<file path="src/rtl/i2c_pkg.sv">
// Purpose: Constants, register map and state codes of the two-wire
//          bus controller with status flags and data register.
// Assumes: 32-bit AXI4-Lite register access, 8-bit registers in low bits.
// Notes:   Rules carried by the byte engine follow.
// Operation
// - Byte done sets flag; data access clears
// - Own address match sets flag; control write clears
// - START sets bus-occupied, STOP clears it
// - Arbitration loss sets flag; write one clears
// - Slave direction flag holds received R/W bit
// - Pending flag on byte, match, loss
// - Sampled acknowledge recorded after transmitted byte
// - Master data write sends byte MSB first
// - Master data read starts next byte reception
// - Data access triggers only matching direction
// - Addressed slave uses same data triggering
// - Data read returns last received byte
// - First byte after master start is address
// - START only on free bus, SDA falls
// - First byte: seven-bit address plus direction
// - Only matching slave acknowledges ninth clock
// - Never master and slave; fall back
// - Eight bits MSB first, ninth ack clock
// - Missing acknowledge leaves SDA high, fails
// - Master NACK ends slave transmit, release
// - After NACK master stops or restarts
// - STOP: SDA rises while SCL high
// - Interrupt from pending flag gated by enable
package i2c_pkg;
  // Register byte offsets
  localparam logic [7:0] OFS_ADDR = 8'h00;
  localparam logic [7:0] OFS_DIV = 8'h04;
  localparam logic [7:0] OFS_CTRL = 8'h08;
  localparam logic [7:0] OFS_STAT = 8'h0C;
  localparam logic [7:0] OFS_DATA = 8'h10;
  // Status field positions
  localparam int ST_DONE = 7;
  localparam int ST_ADDRESSED_AS_SLAVE_FLAG = 6;
  localparam int ST_BUSY = 5;
  localparam int ST_ARBITRATION_LOST_FLAG = 4;
  localparam int ST_SRW = 2;
  localparam int ST_PEND = 1;
  localparam int ST_RECEIVED_ACK_FLAG = 0;
  // Control field positions
  localparam int CT_EN = 7;
  localparam int CT_IE = 6;
  localparam int CT_MST = 5;
  localparam int CT_TX = 4;
  localparam int CT_TXAK = 3;
  localparam int CT_RSTA = 2;
  // Reset values
  localparam logic [7:0] CTRL_RST = 8'h00;
  localparam logic [7:0] ADDR_RST = 8'h00;
  localparam logic [7:0] DIV_RST = 8'h32;
  // Smallest divider value (half SCL period in clocks, less one) the engine can serve
  localparam logic [7:0] HALF_MIN = 8'h04;
  // Bit counter marks (rising SCL edges seen in one byte)
  localparam logic [3:0] CNT_ZERO = 4'h0;
  localparam logic [3:0] CNT_LAST = 4'h7;
  localparam logic [3:0] CNT_ACK = 4'h8;
  localparam logic [3:0] CNT_DONE = 4'h9;
  // AXI responses
  localparam logic [1:0] RESP_OKAY = 2'h0;
  localparam logic [1:0] RESP_SLVERR = 2'h2;
  // Master sequencer states
  typedef enum logic [2:0] {
    M_IDLE  = 3'b000,
    M_START = 3'b001,
    M_LOW   = 3'b010,
    M_HIGH  = 3'b011,
    M_STOP1 = 3'b100,
    M_STOP2 = 3'b101,
    M_RS1   = 3'b110,
    M_RS2   = 3'b111
  } mstate_e;
endpackage

</file>
<file path="src/rtl/i2c_line_if.sv">
// Purpose: Carries synchronised bus levels and line events.
// Assumes: All signals on the system clock.
// Notes:   Events are one-cycle pulses.
`timescale 1ns/1ps
interface i2c_line_if;
  logic scl;       // Synchronised SCL level
  logic sda;       // Synchronised SDA level
  logic scl_rise;  // SCL went high
  logic scl_fall;  // SCL went low
  logic start_det; // SDA fell while SCL high
  logic stop_det;  // SDA rose while SCL high
  modport mon (output scl, sda, scl_rise, scl_fall, start_det, stop_det);
  modport eng (input scl, sda, scl_rise, scl_fall, start_det, stop_det);
endinterface

</file>
<file path="src/rtl/i2c_ctrl.sv">
// Purpose: Two-wire bus master/slave byte engine with status, data,
//          control, own-address and divider registers on AXI4-Lite.
// Assumes: Open-drain pins resolved outside; 25 MHz system clock.
// Notes:   SCL is held low while waiting for software between bytes.
`timescale 1ns/1ps
module i2c_ctrl
  import i2c_pkg::*;
#(
  parameter int ADDR_W = 8
) (
  input wire logic i_clk,
  input wire logic i_rst_n,
  input wire logic [ADDR_W-1:0] i_awaddr,
  input wire logic i_awvalid,
  output logic o_awready,
  input wire logic [31:0] i_wdata,
  input wire logic [3:0] i_wstrb,
  input wire logic i_wvalid,
  output logic o_wready,
  output logic [1:0] o_bresp,
  output logic o_bvalid,
  input wire logic i_bready,
  input wire logic [ADDR_W-1:0] i_araddr,
  input wire logic i_arvalid,
  output logic o_arready,
  output logic [31:0] o_rdata,
  output logic [1:0] o_rresp,
  output logic o_rvalid,
  input wire logic i_rready,
  input wire logic i_scl,
  output logic o_scl,
  output logic o_scl_oe_n,
  input wire logic i_sda,
  output logic o_sda,
  output logic o_sda_oe_n,
  output logic o_irq
);
  // Elaboration check: the decoder slices the low eight address bits
  generate
    if (ADDR_W < 8 || ADDR_W > 32) begin : g_bad_aw
      $error("ADDR_W must be 8 to 32");
    end
  endgenerate

  i2c_line_if ln ();
  i2c_line_mon u_mon (
    .i_clk(i_clk),
    .i_rst_n(i_rst_n),
    .i_scl(i_scl),
    .i_sda(i_sda),
    .ln(ln)
  );

  // Bus slave state
  logic aw_full_q;            // Write address held
  logic w_full_q;             // Write data held
  logic [7:0] waddr_q;        // Held write address
  logic [7:0] wdat_q;         // Held write data, low byte
  logic wlane_q;              // Low byte lane enabled
  logic wr_fire;              // Write performed this cycle
  logic rd_fire;              // Read performed this cycle
  logic [7:0] raddr;          // Read address low bits
  // Registers
  logic [7:0] own_q;          // Own address in bits 7:1
  logic [7:0] div_q;          // Half SCL period in clocks, less one
  logic en_q, ie_q, mst_q, tx_q, txak_q;
  logic done_f_q, addressed_as_slave_flag_f_q, busy_f_q, arbitration_lost_flag_f_q, srw_f_q, pend_f_q, received_ack_flag_f_q;
  logic [7:0] rx_q;           // Last received byte
  // Engine state
  logic live_q;               // Tracking a byte on the bus
  logic first_q;              // Byte after START
  logic addr_q;               // Addressed as slave
  logic wait_q;               // Byte done, awaiting software
  logic [3:0] cnt_q;          // Rising SCL edges in this byte
  logic [7:0] sh_q;           // Shift register
  logic sda_low_q;            // Pull SDA low
  mstate_e ms_q;              // Master sequencer
  logic [7:0] hcnt_q;         // Half period timer
  // Decoded events
  logic ctrl_wr, stat_wr, data_wr, data_rd;
  logic start_req, stop_req, rsta_req;
  logic we_tx, party, go_tx, go_rx;
  logic rise, fall, lost, match, done, tick, scl_drive;

  // Decode of accesses and their side effects
  assign wr_fire = aw_full_q & w_full_q & ~o_bvalid;
  assign rd_fire = i_arvalid & o_arready;
  assign raddr = i_araddr[7:0];
  assign ctrl_wr = wr_fire & wlane_q & (waddr_q == OFS_CTRL);
  assign stat_wr = wr_fire & wlane_q & (waddr_q == OFS_STAT);
  assign data_wr = wr_fire & wlane_q & (waddr_q == OFS_DATA);
  assign data_rd = rd_fire & (raddr == OFS_DATA);
  assign start_req = ctrl_wr & wdat_q[CT_MST] & ~mst_q & en_q;
  assign stop_req = ctrl_wr & ~wdat_q[CT_MST] & mst_q;
  assign rsta_req = ctrl_wr & wdat_q[CT_RSTA] & en_q;

  // Direction we drive: master address byte is always transmit
  assign we_tx = mst_q ? (first_q | tx_q) : (addr_q & ~first_q & tx_q);
  assign party = mst_q | addr_q;
  assign go_tx = data_wr & wait_q & party & (tx_q | (mst_q & first_q));
  assign go_rx = data_rd & wait_q & party & ~tx_q & ~first_q;
  assign rise = ln.scl_rise & live_q;
  assign fall = ln.scl_fall & live_q;
  // Drove a one, saw a zero: data bits or our NACK slot
  assign lost = rise & mst_q & ~sda_low_q & ~ln.sda &
                ((we_tx & cnt_q <= CNT_LAST) | (~we_tx & cnt_q == CNT_ACK));
  assign match = rise & ~mst_q & first_q & (cnt_q == CNT_LAST) &
                 (sh_q[6:0] == own_q[7:1]);
  assign done = fall & (cnt_q == CNT_DONE);
  assign tick = (hcnt_q >= div_q) & (hcnt_q >= HALF_MIN);

  // Write address and data channels, taken in either order
  always_ff @(posedge i_clk) begin
    if (!i_rst_n) begin
      aw_full_q <= 1'b0;
      w_full_q <= 1'b0;
      o_awready <= 1'b1;
      o_wready <= 1'b1;
      waddr_q <= 8'h00;
      wdat_q <= 8'h00;
      wlane_q <= 1'b0;
    end else begin
      if (i_awvalid & o_awready) begin
        aw_full_q <= 1'b1;
        o_awready <= 1'b0;
        waddr_q <= i_awaddr[7:0];
      end
      if (i_wvalid & o_wready) begin
        w_full_q <= 1'b1;
        o_wready <= 1'b0;
        wdat_q <= i_wdata[7:0];
        wlane_q <= i_wstrb[0];
      end
      if (wr_fire) begin
        aw_full_q <= 1'b0;
        w_full_q <= 1'b0;
      end
      // Channels reopen once the response is taken
      if (o_bvalid & i_bready) begin
        o_awready <= 1'b1;
        o_wready <= 1'b1;
      end
    end
  end

  // Write response; unmapped addresses answer with an error
  always_ff @(posedge i_clk) begin
    if (!i_rst_n) begin
      o_bvalid <= 1'b0;
      o_bresp <= RESP_OKAY;
    end else if (wr_fire) begin
      o_bvalid <= 1'b1;
      o_bresp <= (waddr_q == OFS_ADDR || waddr_q == OFS_DIV ||
                  waddr_q == OFS_CTRL || waddr_q == OFS_STAT ||
                  waddr_q == OFS_DATA) ? RESP_OKAY : RESP_SLVERR;
    end else if (i_bready) begin
      o_bvalid <= 1'b0;
    end
  end

  // Read channel, data captured at the address handshake
  always_ff @(posedge i_clk) begin
    if (!i_rst_n) begin
      o_arready <= 1'b1;
      o_rvalid <= 1'b0;
      o_rdata <= 32'h0000_0000;
      o_rresp <= RESP_OKAY;
    end else if (rd_fire) begin
      o_arready <= 1'b0;
      o_rvalid <= 1'b1;
      o_rresp <= RESP_OKAY;
      unique case (raddr)
        OFS_ADDR: o_rdata <= {24'h000000, own_q[7:1], 1'b0};
        OFS_DIV: o_rdata <= {24'h000000, div_q};
        OFS_CTRL: o_rdata <= {24'h000000, en_q, ie_q, mst_q, tx_q,
                              txak_q, 3'h0};
        OFS_STAT: o_rdata <= {24'h000000, done_f_q, addressed_as_slave_flag_f_q, busy_f_q,
                              arbitration_lost_flag_f_q, 1'b0, srw_f_q, pend_f_q,
                              received_ack_flag_f_q};
        OFS_DATA: o_rdata <= {24'h000000, rx_q};
        default: begin
          o_rdata <= 32'h0000_0000;
          o_rresp <= RESP_SLVERR;
        end
      endcase
    end else if (o_rvalid & i_rready) begin
      o_rvalid <= 1'b0;
      o_arready <= 1'b1;
    end
  end

  // Own address and divider registers
  always_ff @(posedge i_clk) begin
    if (!i_rst_n) begin
      own_q <= ADDR_RST;
      div_q <= DIV_RST;
    end else begin
      if (wr_fire & wlane_q & (waddr_q == OFS_ADDR)) begin
        own_q <= wdat_q;
      end
      if (wr_fire & wlane_q & (waddr_q == OFS_DIV)) begin
        div_q <= wdat_q;
      end
    end
  end

  // Control register; hardware drops master select on a lost bus
  always_ff @(posedge i_clk) begin
    if (!i_rst_n) begin
      {en_q, ie_q, mst_q, tx_q, txak_q} <= CTRL_RST[7:3];
    end else begin
      if (ctrl_wr) begin
        en_q <= wdat_q[CT_EN];
        ie_q <= wdat_q[CT_IE];
        mst_q <= wdat_q[CT_MST] & wdat_q[CT_EN];
        tx_q <= wdat_q[CT_TX];
        txak_q <= wdat_q[CT_TXAK];
      end
      // Busy bus or loss forces slave mode
      if (lost | (start_req & busy_f_q)) begin
        mst_q <= 1'b0;
      end
    end
  end

  // Status flags: hardware set wins over software clear
  always_ff @(posedge i_clk) begin
    if (!i_rst_n) begin
      done_f_q <= 1'b0;
      addressed_as_slave_flag_f_q <= 1'b0;
      busy_f_q <= 1'b0;
      arbitration_lost_flag_f_q <= 1'b0;
      srw_f_q <= 1'b0;
      pend_f_q <= 1'b0;
      received_ack_flag_f_q <= 1'b0;
    end else begin
      // Clears by software
      if (go_tx | go_rx) done_f_q <= 1'b0;
      if (ctrl_wr) addressed_as_slave_flag_f_q <= 1'b0;
      if (stat_wr & wdat_q[ST_ARBITRATION_LOST_FLAG]) arbitration_lost_flag_f_q <= 1'b0;
      if (stat_wr & wdat_q[ST_PEND]) pend_f_q <= 1'b0;
      // Sets by hardware
      if (done) done_f_q <= 1'b1;
      if (match) begin
        addressed_as_slave_flag_f_q <= 1'b1;
        srw_f_q <= ln.sda;
      end
      if (lost | (start_req & busy_f_q) | (rsta_req & ~mst_q)) begin
        arbitration_lost_flag_f_q <= 1'b1;
      end
      if (done | match | lost | (start_req & busy_f_q) |
          (rsta_req & ~mst_q)) begin
        pend_f_q <= 1'b1;
      end
      if (rise & we_tx & (cnt_q == CNT_ACK)) begin
        received_ack_flag_f_q <= ln.sda;
      end
      if (ln.start_det) busy_f_q <= 1'b1;
      if (ln.stop_det) busy_f_q <= 1'b0;
    end
  end

  // Byte tracking: bit count, shift, address and wait state
  always_ff @(posedge i_clk) begin
    if (!i_rst_n) begin
      live_q <= 1'b0;
      first_q <= 1'b0;
      addr_q <= 1'b0;
      wait_q <= 1'b0;
      cnt_q <= CNT_ZERO;
      sh_q <= 8'h00;
      rx_q <= 8'h00;
    end else if (!en_q | ln.stop_det) begin
      live_q <= 1'b0;
      first_q <= 1'b0;
      addr_q <= 1'b0;
      wait_q <= 1'b0;
      cnt_q <= CNT_ZERO;
    end else if (ln.start_det) begin
      // Master waits for its address byte; others listen
      live_q <= 1'b1;
      first_q <= 1'b1;
      addr_q <= 1'b0;
      wait_q <= mst_q;
      cnt_q <= CNT_ZERO;
    end else begin
      if (go_tx) begin
        sh_q <= wdat_q;
        wait_q <= 1'b0;
      end
      if (go_rx) wait_q <= 1'b0;
      if (lost) wait_q <= 1'b0;
      if (match) addr_q <= 1'b1;
      if (rise) begin
        cnt_q <= cnt_q + 4'h1;
        if (cnt_q <= CNT_LAST) sh_q <= {sh_q[6:0], ln.sda};
      end
      if (done) begin
        cnt_q <= CNT_ZERO;
        first_q <= 1'b0;
        if (!we_tx) rx_q <= sh_q;
        if (mst_q) begin
          wait_q <= 1'b1;
        end else if (addr_q & ~(we_tx & received_ack_flag_f_q)) begin
          wait_q <= 1'b1;
        end else begin
          // Not ours, or master refused further bytes
          live_q <= 1'b0;
          addr_q <= 1'b0;
        end
      end
    end
  end

  // SDA drive: start and stop edges, data bits, acknowledge slot
  always_ff @(posedge i_clk) begin
    if (!i_rst_n) begin
      sda_low_q <= 1'b0;
    end else if (!en_q | lost) begin
      sda_low_q <= 1'b0;
    end else if (ms_q == M_IDLE & start_req & ~busy_f_q) begin
      sda_low_q <= 1'b1;
    end else if (ms_q == M_LOW & wait_q & stop_req) begin
      sda_low_q <= 1'b1;
    end else if (ms_q == M_LOW & wait_q & rsta_req) begin
      sda_low_q <= 1'b0;
    end else if (ms_q == M_STOP2 & ln.scl & tick) begin
      sda_low_q <= 1'b0;
    end else if (ms_q == M_RS2 & ln.scl & tick) begin
      sda_low_q <= 1'b1;
    end else if (go_tx) begin
      sda_low_q <= ~wdat_q[7];
    end else if (go_rx) begin
      sda_low_q <= 1'b0;
    end else if (fall) begin
      if (cnt_q != CNT_ZERO & cnt_q <= CNT_LAST) begin
        sda_low_q <= we_tx & ~sh_q[7];
      end else if (cnt_q == CNT_ACK) begin
        if (we_tx) begin
          sda_low_q <= 1'b0;
        end else if (~mst_q & first_q) begin
          sda_low_q <= addr_q;
        end else begin
          sda_low_q <= party & ~txak_q;
        end
      end else if (cnt_q != CNT_ZERO) begin
        // START fall keeps SDA low until the address byte is loaded
        sda_low_q <= 1'b0;
      end
    end
  end

  // Master sequencer for START, clocking, STOP and repeated START
  always_ff @(posedge i_clk) begin
    if (!i_rst_n) begin
      ms_q <= M_IDLE;
    end else if (!en_q | lost) begin
      ms_q <= M_IDLE;
    end else begin
      unique case (ms_q)
        M_IDLE: if (start_req & ~busy_f_q) ms_q <= M_START;
        M_START: if (tick) ms_q <= M_LOW;
        M_LOW: begin
          if (wait_q & stop_req) begin
            ms_q <= M_STOP1;
          end else if (wait_q & rsta_req) begin
            ms_q <= M_RS1;
          end else if (tick & ~wait_q) begin
            ms_q <= M_HIGH;
          end
        end
        M_HIGH: if (ln.scl & tick) ms_q <= M_LOW;
        M_STOP1: if (tick) ms_q <= M_STOP2;
        M_STOP2: if (ln.scl & tick) ms_q <= M_IDLE;
        M_RS1: if (tick) ms_q <= M_RS2;
        M_RS2: if (ln.scl & tick) ms_q <= M_START;
      endcase
    end
  end

  // Half period timer; high phases count only once SCL reads high
  always_ff @(posedge i_clk) begin
    if (!i_rst_n) begin
      hcnt_q <= 8'h00;
    end else if (ms_q == M_IDLE | tick) begin
      hcnt_q <= 8'h00;
    end else if (!(ms_q == M_HIGH | ms_q == M_STOP2 | ms_q == M_RS2) |
                 ln.scl) begin
      hcnt_q <= hcnt_q + 8'h01;
    end
  end

  // Master low phases, or slave stretch while software is busy
  assign scl_drive = ms_q == M_LOW | ms_q == M_STOP1 | ms_q == M_RS1 |
                     (~mst_q & addr_q & wait_q);

  // Pin and interrupt outputs, all registered
  always_ff @(posedge i_clk) begin
    if (!i_rst_n) begin
      o_scl <= 1'b0;
      o_sda <= 1'b0;
      o_scl_oe_n <= 1'b1;
      o_sda_oe_n <= 1'b1;
      o_irq <= 1'b0;
    end else begin
      o_scl <= 1'b0;
      o_sda <= 1'b0;
      o_scl_oe_n <= ~scl_drive;
      o_sda_oe_n <= ~sda_low_q;
      o_irq <= pend_f_q & ie_q;
    end
  end
endmodule

</file>
<file path="src/rtl/i2c_line_mon.sv">
// Purpose: Synchronises SCL and SDA and finds edges, START and STOP.
// Assumes: Pins are asynchronous to i_clk.
// Notes:   Two flip-flops before any logic; third stage for edges.
`timescale 1ns/1ps
module i2c_line_mon (
  input wire logic i_clk,
  input wire logic i_rst_n,
  input wire logic i_scl,
  input wire logic i_sda,
  i2c_line_if.mon ln
);
  logic scl_m_q; // First sync stage, SCL
  logic sda_m_q; // First sync stage, SDA
  logic scl_s_q; // Second sync stage, SCL
  logic sda_s_q; // Second sync stage, SDA
  logic scl_p_q; // Previous synchronised SCL
  logic sda_p_q; // Previous synchronised SDA

  // Synchroniser chain, idle bus reads high
  always_ff @(posedge i_clk) begin
    if (!i_rst_n) begin
      scl_m_q <= 1'b1;
      sda_m_q <= 1'b1;
      scl_s_q <= 1'b1;
      sda_s_q <= 1'b1;
      scl_p_q <= 1'b1;
      sda_p_q <= 1'b1;
    end else begin
      scl_m_q <= i_scl;
      sda_m_q <= i_sda;
      scl_s_q <= scl_m_q;
      sda_s_q <= sda_m_q;
      scl_p_q <= scl_s_q;
      sda_p_q <= sda_s_q;
    end
  end

  // Levels and events from the second and third stages only
  assign ln.scl = scl_s_q;
  assign ln.sda = sda_s_q;
  assign ln.scl_rise = scl_s_q & ~scl_p_q;
  assign ln.scl_fall = ~scl_s_q & scl_p_q;
  assign ln.start_det = scl_s_q & scl_p_q & sda_p_q & ~sda_s_q;
  assign ln.stop_det = scl_s_q & scl_p_q & ~sda_p_q & sda_s_q;
endmodule

</file>
<file path="config.mk">
export PLATFORM = sky130hd
export DESIGN_NAME = i2c_ctrl
export DESIGN_NICKNAME = d
export VERILOG_FILES = /design/src/rtl/i2c_pkg.sv /design/src/rtl/i2c_line_if.sv /design/src/rtl/i2c_ctrl.sv /design/src/rtl/i2c_line_mon.sv
export SDC_FILE = /design/constraint.sdc
export NUM_CORES = 1
export LEC_CHECK = 0
export BUFFER_PORTS_ARGS = -buffer_cell sky130_fd_sc_hd__clkbuf_2
export CAP_MARGIN = 5
export CORE_ASPECT_RATIO = 0.7
export CORE_MARGIN = 3
export CORE_UTILIZATION = 50
export DETAILED_ROUTE_END_ITERATION = 8
export PLACE_DENSITY = 0.73
export SETUP_SLACK_MARGIN = 0.02
export SLEW_MARGIN = 20
export SYNTH_ARGS = -nofsm -noshare
export SYNTH_HDL_FRONTEND = slang
export SYNTH_HIERARCHICAL = 1
export SYNTH_SLANG_ARGS = --single-unit
</file>
<file path="constraint.sdc">
create_clock -name i_clk -period 2.12 [get_ports i_clk]
set_input_delay 0.318 -clock i_clk [delete_from_list [all_inputs] [get_ports i_clk]]
set_output_delay 0.318 -clock i_clk [all_outputs]
set_load 0.05 [all_outputs]
</file>
# Word level (Yosys, flattened, before mapping)
# Cells that the tools add are included.
# totals
input_bits	61
regBits	133
elab_cells	299
# classes
n_eq_ne	29
order_cmp	3
muxes	62
bitwise	123
n_addsub	2
reduce_logical	34
# ops
cell	count
$and 1x1->1	82
$mux 1	45
$pmux 8 s5	1
$eq 8x4->1 const B	4
$mux 3	10
$mux 8	3
$pmux 3 s8	1
$not 1->1	21
$or 1x1->1	20
$eq 8x3->1 const B	2
$eq 8x5->1 const B	2
$logic_not 8->1	2
$reduce_bool 2->1	7
$reduce_or 2->1	7
$eq 3x3->1 const B	4
$ne 2x2->1 const B	6
$reduce_bool 10->1	1
$add 8x1->8 const B	1
$eq 4x4->1 const B	2
$ge 8x3->1 const B	1
$ge 8x8->1	1
$reduce_and 8->1	1
$reduce_bool 8->1	1
$eq 7x7->1	1
18 further kinds	27

# Longest topological paths before layout
# logic_depth
ltp_word	15
depth_mapped	9

# Cells and area by module
# The synthesis kept the hierarchy.
# modules_own_cells
module	cells_per_inst	seq_area_each_um2	n_inst	area_per_inst_um2
i2c_ctrl	604	2001.9	1	4954.8
i2c_line_mon	16	120.1	1	190.2

# Least setup slack after synthesis
# OpenSTA, ideal clock, no wires.
# synth_path
path_type	register to register
startpoint	register o_bvalid
endpoint	register sh_q[0]
arrival_ns	2.217
setup_ns	0.133
path_buffers	1
slack_ns	-0.229
stages_incl_launch_ff	8
cell_sequence	dfxtp_1 nand4b_1 or3_4 or4_4 buf_6 or3_1 o21ai_0 a21oi_1
# synth_via
elab_chain_cells	10
# synth_rtl
element	line	source
start, declared	i2c_ctrl.sv:21	output logic o_bvalid,
start signal, assigned	i2c_ctrl.sv:149	o_bvalid <= 1'b0;
start signal, assigned	i2c_ctrl.sv:152	o_bvalid <= 1'b1;
start signal, assigned	i2c_ctrl.sv:157	o_bvalid <= 1'b0;
$not 1->1 *	i2c_ctrl.sv:86	assign wr_fire = aw_full_q & w_full_q & ~o_bvalid;
$and 1x1->1 *	i2c_ctrl.sv:86	
$and 1x1->1 * (2 in a row)	i2c_ctrl.sv:91	assign data_wr = wr_fire & wlane_q & (waddr_q == OFS_DATA);
$and 1x1->1 * (3 in a row)	i2c_ctrl.sv:100	assign go_tx = data_wr & wait_q & party & (tx_q | (mst_q & first_q));
$mux 8 *	i2c_ctrl.sv:287	if (go_tx) begin
$mux 8	i2c_ctrl.sv:296	if (cnt_q <= CNT_LAST) sh_q <= {sh_q[6:0], ln.sda};
$mux 8 *	i2c_ctrl.sv:294	if (rise) begin
end signal, assigned	i2c_ctrl.sv:288	sh_q <= wdat_q;
end signal, assigned	i2c_ctrl.sv:296	
end, declared	i2c_ctrl.sv:75	logic [7:0] sh_q;
# Mark *: on every way between the ends. The rest lies on a longest branch, timed or not.
# A chain may end at the register's enable or synchronous reset.

# Final worst setup path
# layout_path
startpoint	register waddr_q[1]
endpoint	register sh_q[2]
# layout_via
elab_chain_cells	8
# layout_rtl
element	line	source
start, declared	i2c_ctrl.sv:57	logic [7:0] waddr_q;
start signal, assigned	i2c_ctrl.sv:126	waddr_q <= i_awaddr[7:0];
$eq 8x5->1 *	i2c_ctrl.sv:91	
$and 1x1->1 *	i2c_ctrl.sv:91	
$and 1x1->1 * (3 in a row)	i2c_ctrl.sv:100	
$mux 8 *	i2c_ctrl.sv:287	
$mux 8	i2c_ctrl.sv:296	
$mux 8 *	i2c_ctrl.sv:294	
# Marked as above.

==> out/metrics.yaml <==
yosys:
  ys.flop_type: "dfxtp_1"
  synthDistinctLibCells: 60
  synth.avg_cell_area_um2: 8.30
  synth-seq-cells: 106
  ys_seq_area_share_pct: 41.2
  yosys.area.top_type: "dfxtp_1"
  synthCells: 620
  synthTopCellsByArea: "dfxtp_1 41%, a21oi_1 6.0%, nand2_1 5.6%"
  postSynth.asyncResetShare_pct: 0
  synth_top_area_share_pct: 41.2
  ys_warn_count: 6
  synth_edf_count: 0
  synth.cell_area_mm2: 0.00514
clock_network:
  clk_latency_ns: 0.35
  cts_buffers: 9
  cts_root_buffer: "clkbuf_16"
  cts_max_path_buffers: 2
  clock_sinks: 106
  cts_tree: "done"
  ctsHoldBuffers: 0
  clkSlewWorstSetupHoldPaths_ns: 0.07
  cts_max_level: 3
timing:
  clock.fmax_ghz: 0.438
  setup_ws_ns: -0.163
  setup_viol: 11
  slew_violations: 0
  min_period_over_period_pct: 108
  finalHoldViolations: 0
  tightest_slew_ns: 0.560
  rsz0062_at_grt: "yes"
  relSlewSlack_pct: 62.3
  period_needed_ns: 2.28
  fin_skew_ns: 0.00559
drt:
  drt_pre_antenna_iters: 5
  wl_per_cell_um: 16.7
  drt_iter0_drc: 417
  avgViaCountPerCell: 5.71
  via_count: 4767
  wirelength_mm: 13.9
  ant_nets: 0
  drc: 0
critical_path:
  worst-path-buf-inv: 0
  worst_setup_path_end_kind: "register"
  worstSetupPathType: "register to register"
  crit_fanout: 6
  cp_cell_sequence: "or3_4, or3_4, or4_4, or3_1, o21ai_1, a21oi_1"
  slowest_stage: "or4_4"
  crit_path_start_kind: "register"
  crit_family: "simple AND/OR/NAND/NOR gates"
  required_ns: 2.36
  crit_top_cell: "or3_4"
  crit_arrival_ns: 2.53
  critPathMaxStageDelay_ns: 0.57
placement:
  dp.cells: 816
  place_congestion: 0.949
  io_buffer_count: 51
  place_area_mm2: 0.00572
  hpwl_mm: 9.93
power:
  p_sw_share_pct: 26.2
  max-vdd-ir-drop_mv: 0.432
  p_sw_w: 0.00113
  clkPwrFrac_pct: 42.2
  p_leak_nw: 2.40
  pwr-share-seq_pct: 48.2
  power.internal_w: 0.00318
  comb_power_share_pct: 9.5
  p_per_area_mw_per_mm2: 692
floorplan:
  die_h_um: 90.9
  core-area_mm2: 0.00987
  die-area_mm2: 0.0116
  die_w_um: 127
  io_pins: 107
  initial_core_util_pct: 52.1
  num_rows: 30
run_status:
  status: "finished with violations"
  violations: "setup timing"
cells_and_area:
  fillCellCount: 822
  fin_cells: 835
  mostFrequentLayoutCell: "dfxtp_1"
  area_delta_synth_final_pct: 21.1
  nNetsFinal: 776
  final_cell_mix: "100 x dfxtp_1, 77 x nand2_1, 63 x nor2_1, 60 x a21oi_1, 51 x clkbuf_2"
  fin_util_pct: 63.1
  final_area_mm2: 0.00623
  layout-drive-gt1-share_pct: 22.6
  diodes: 0
flow_run:
  cap_viol_max_count: 0
global_route:
  gr-total-overflow: 0
  grt_pass1_wl_mm: 22.0
  grt_pass1_vias: 4378
  antenna_found_initial: 0
  grt_max_degree: 61
  gr-usage-all-layers_pct: 23.7
min_path:
  hp-class: "input pin to register"
layer usage:
metal / global-route usage, % / routed length (µm) / up-vias
met1: 33.5 / 6310 / 2284
met2: 35.5 / 6290 / 184
li1: - / - / 2278
met5: 0 / 0 / -
met4: 6.70 / 200 / 0
met3: 6.26 / 1140 / 21
logic make-up after synthesis:
kind of cell | share of synthesized area, %
mux | 5.28
other cells | 0.0729
xor+xnor | 2.89
compound gates | 15.8
flops | 41.2
simple gates | 23.7
fa+ha+maj | 3.16
buf+inv | 7.81
cells in the mapped netlist, drive strengths merged (2+ instances only):
library cell	number
o32ai	5
nand4b	2
xor2	8
dfxtp	106
a2111oi	2
a22oi	5
nor3b	4
mux2i	17
nand3	21
and4b	2
nand4	13
and3	4
nand3b	2
o21ai	30
o21a	3
nand2b	14
and2	4
nor4	3
xnor2	9
mux4	4
ha	13
o211ai	3
a211oi	3
o31ai	2
or4	3
nor2	64
or3	13
nand2	77
or3b	3
a21oi	62
nor2b	7
buf	31
or2	4
inv	18
a221oi	6
a31oi	3
nor3	7
a21boi	4
clkbuf	27
stage by stage:
step                      setup slack (ns)  setup TNS [ns]  hold slack, ns  total power (W)
final                               -0.163           -1.53           0.142          0.00431
after global routing                -0.241           -2.22           0.146          0.00445
after CTS                           -0.229           -1.78           0.139          0.00433
after floorplan                     -0.164           -1.38           0.372          0.00244
after detailed placement            -0.226           -2.17           0.393          0.00252
after global placement              -0.172           -1.68           0.393          0.00252
layout make-up:
| cell class | count | area (µm²) | area share [%] |
|---|---|---|---|
| clock inverters | 7 | 101 | 1.63 |
| repair buffers | 101 | 644 | 10.3 |
| multi-input cells | 465 | 2900 | 46.5 |
| well taps | 128 | 160 | 2.57 |
| inverters | 19 | 71.3 | 1.15 |
| flip-flops and latches | 106 | 2130 | 34.2 |
| clock buffers | 9 | 225 | 3.62 |
power by group through the flow:
stage,registers (W),logic [W],clock network (W)
floorplan,0.00216,0.000283,0
global placement,0.00212,0.000395,0
detailed placement,0.00212,0.000401,0
CTS,0.00208,0.000407,0.00184
global route,0.00208,0.000439,0.00193
finish,0.00208,0.000410,0.00182
registers in the layout (all words and copies together) (netlist names), 3 cells and up:
register / cells
ms_q: 3
sh_q: 8
own_q: 7
o_rdata: 8
hcnt_q: 8
cnt_q: 4
wdat_q: 8
rx_q: 8
waddr_q: 8
div_q: 8
repair_timing:
item,in CTS,in global routing
setup endpoints to repair,15,40
gates cloned,1,1
pin swaps,5,14
setup buffers,1,0
resized for setup,10,26
final timing paths:
kind | slack, ns | startpoint | to | depth (start not counted)
max | -0.16 | waddr_q[1] | sh_q[2] | 6
min | 0.14 | i_sda | u_mon/sda_m_q | 2
max reg2reg | -0.16 | waddr_q[1] | sh_q[2] | 6
min reg2reg | 0.41 | u_mon/scl_m_q | u_mon/ln.scl | 1
No activity file was read; power rests on OpenSTA's default activity.
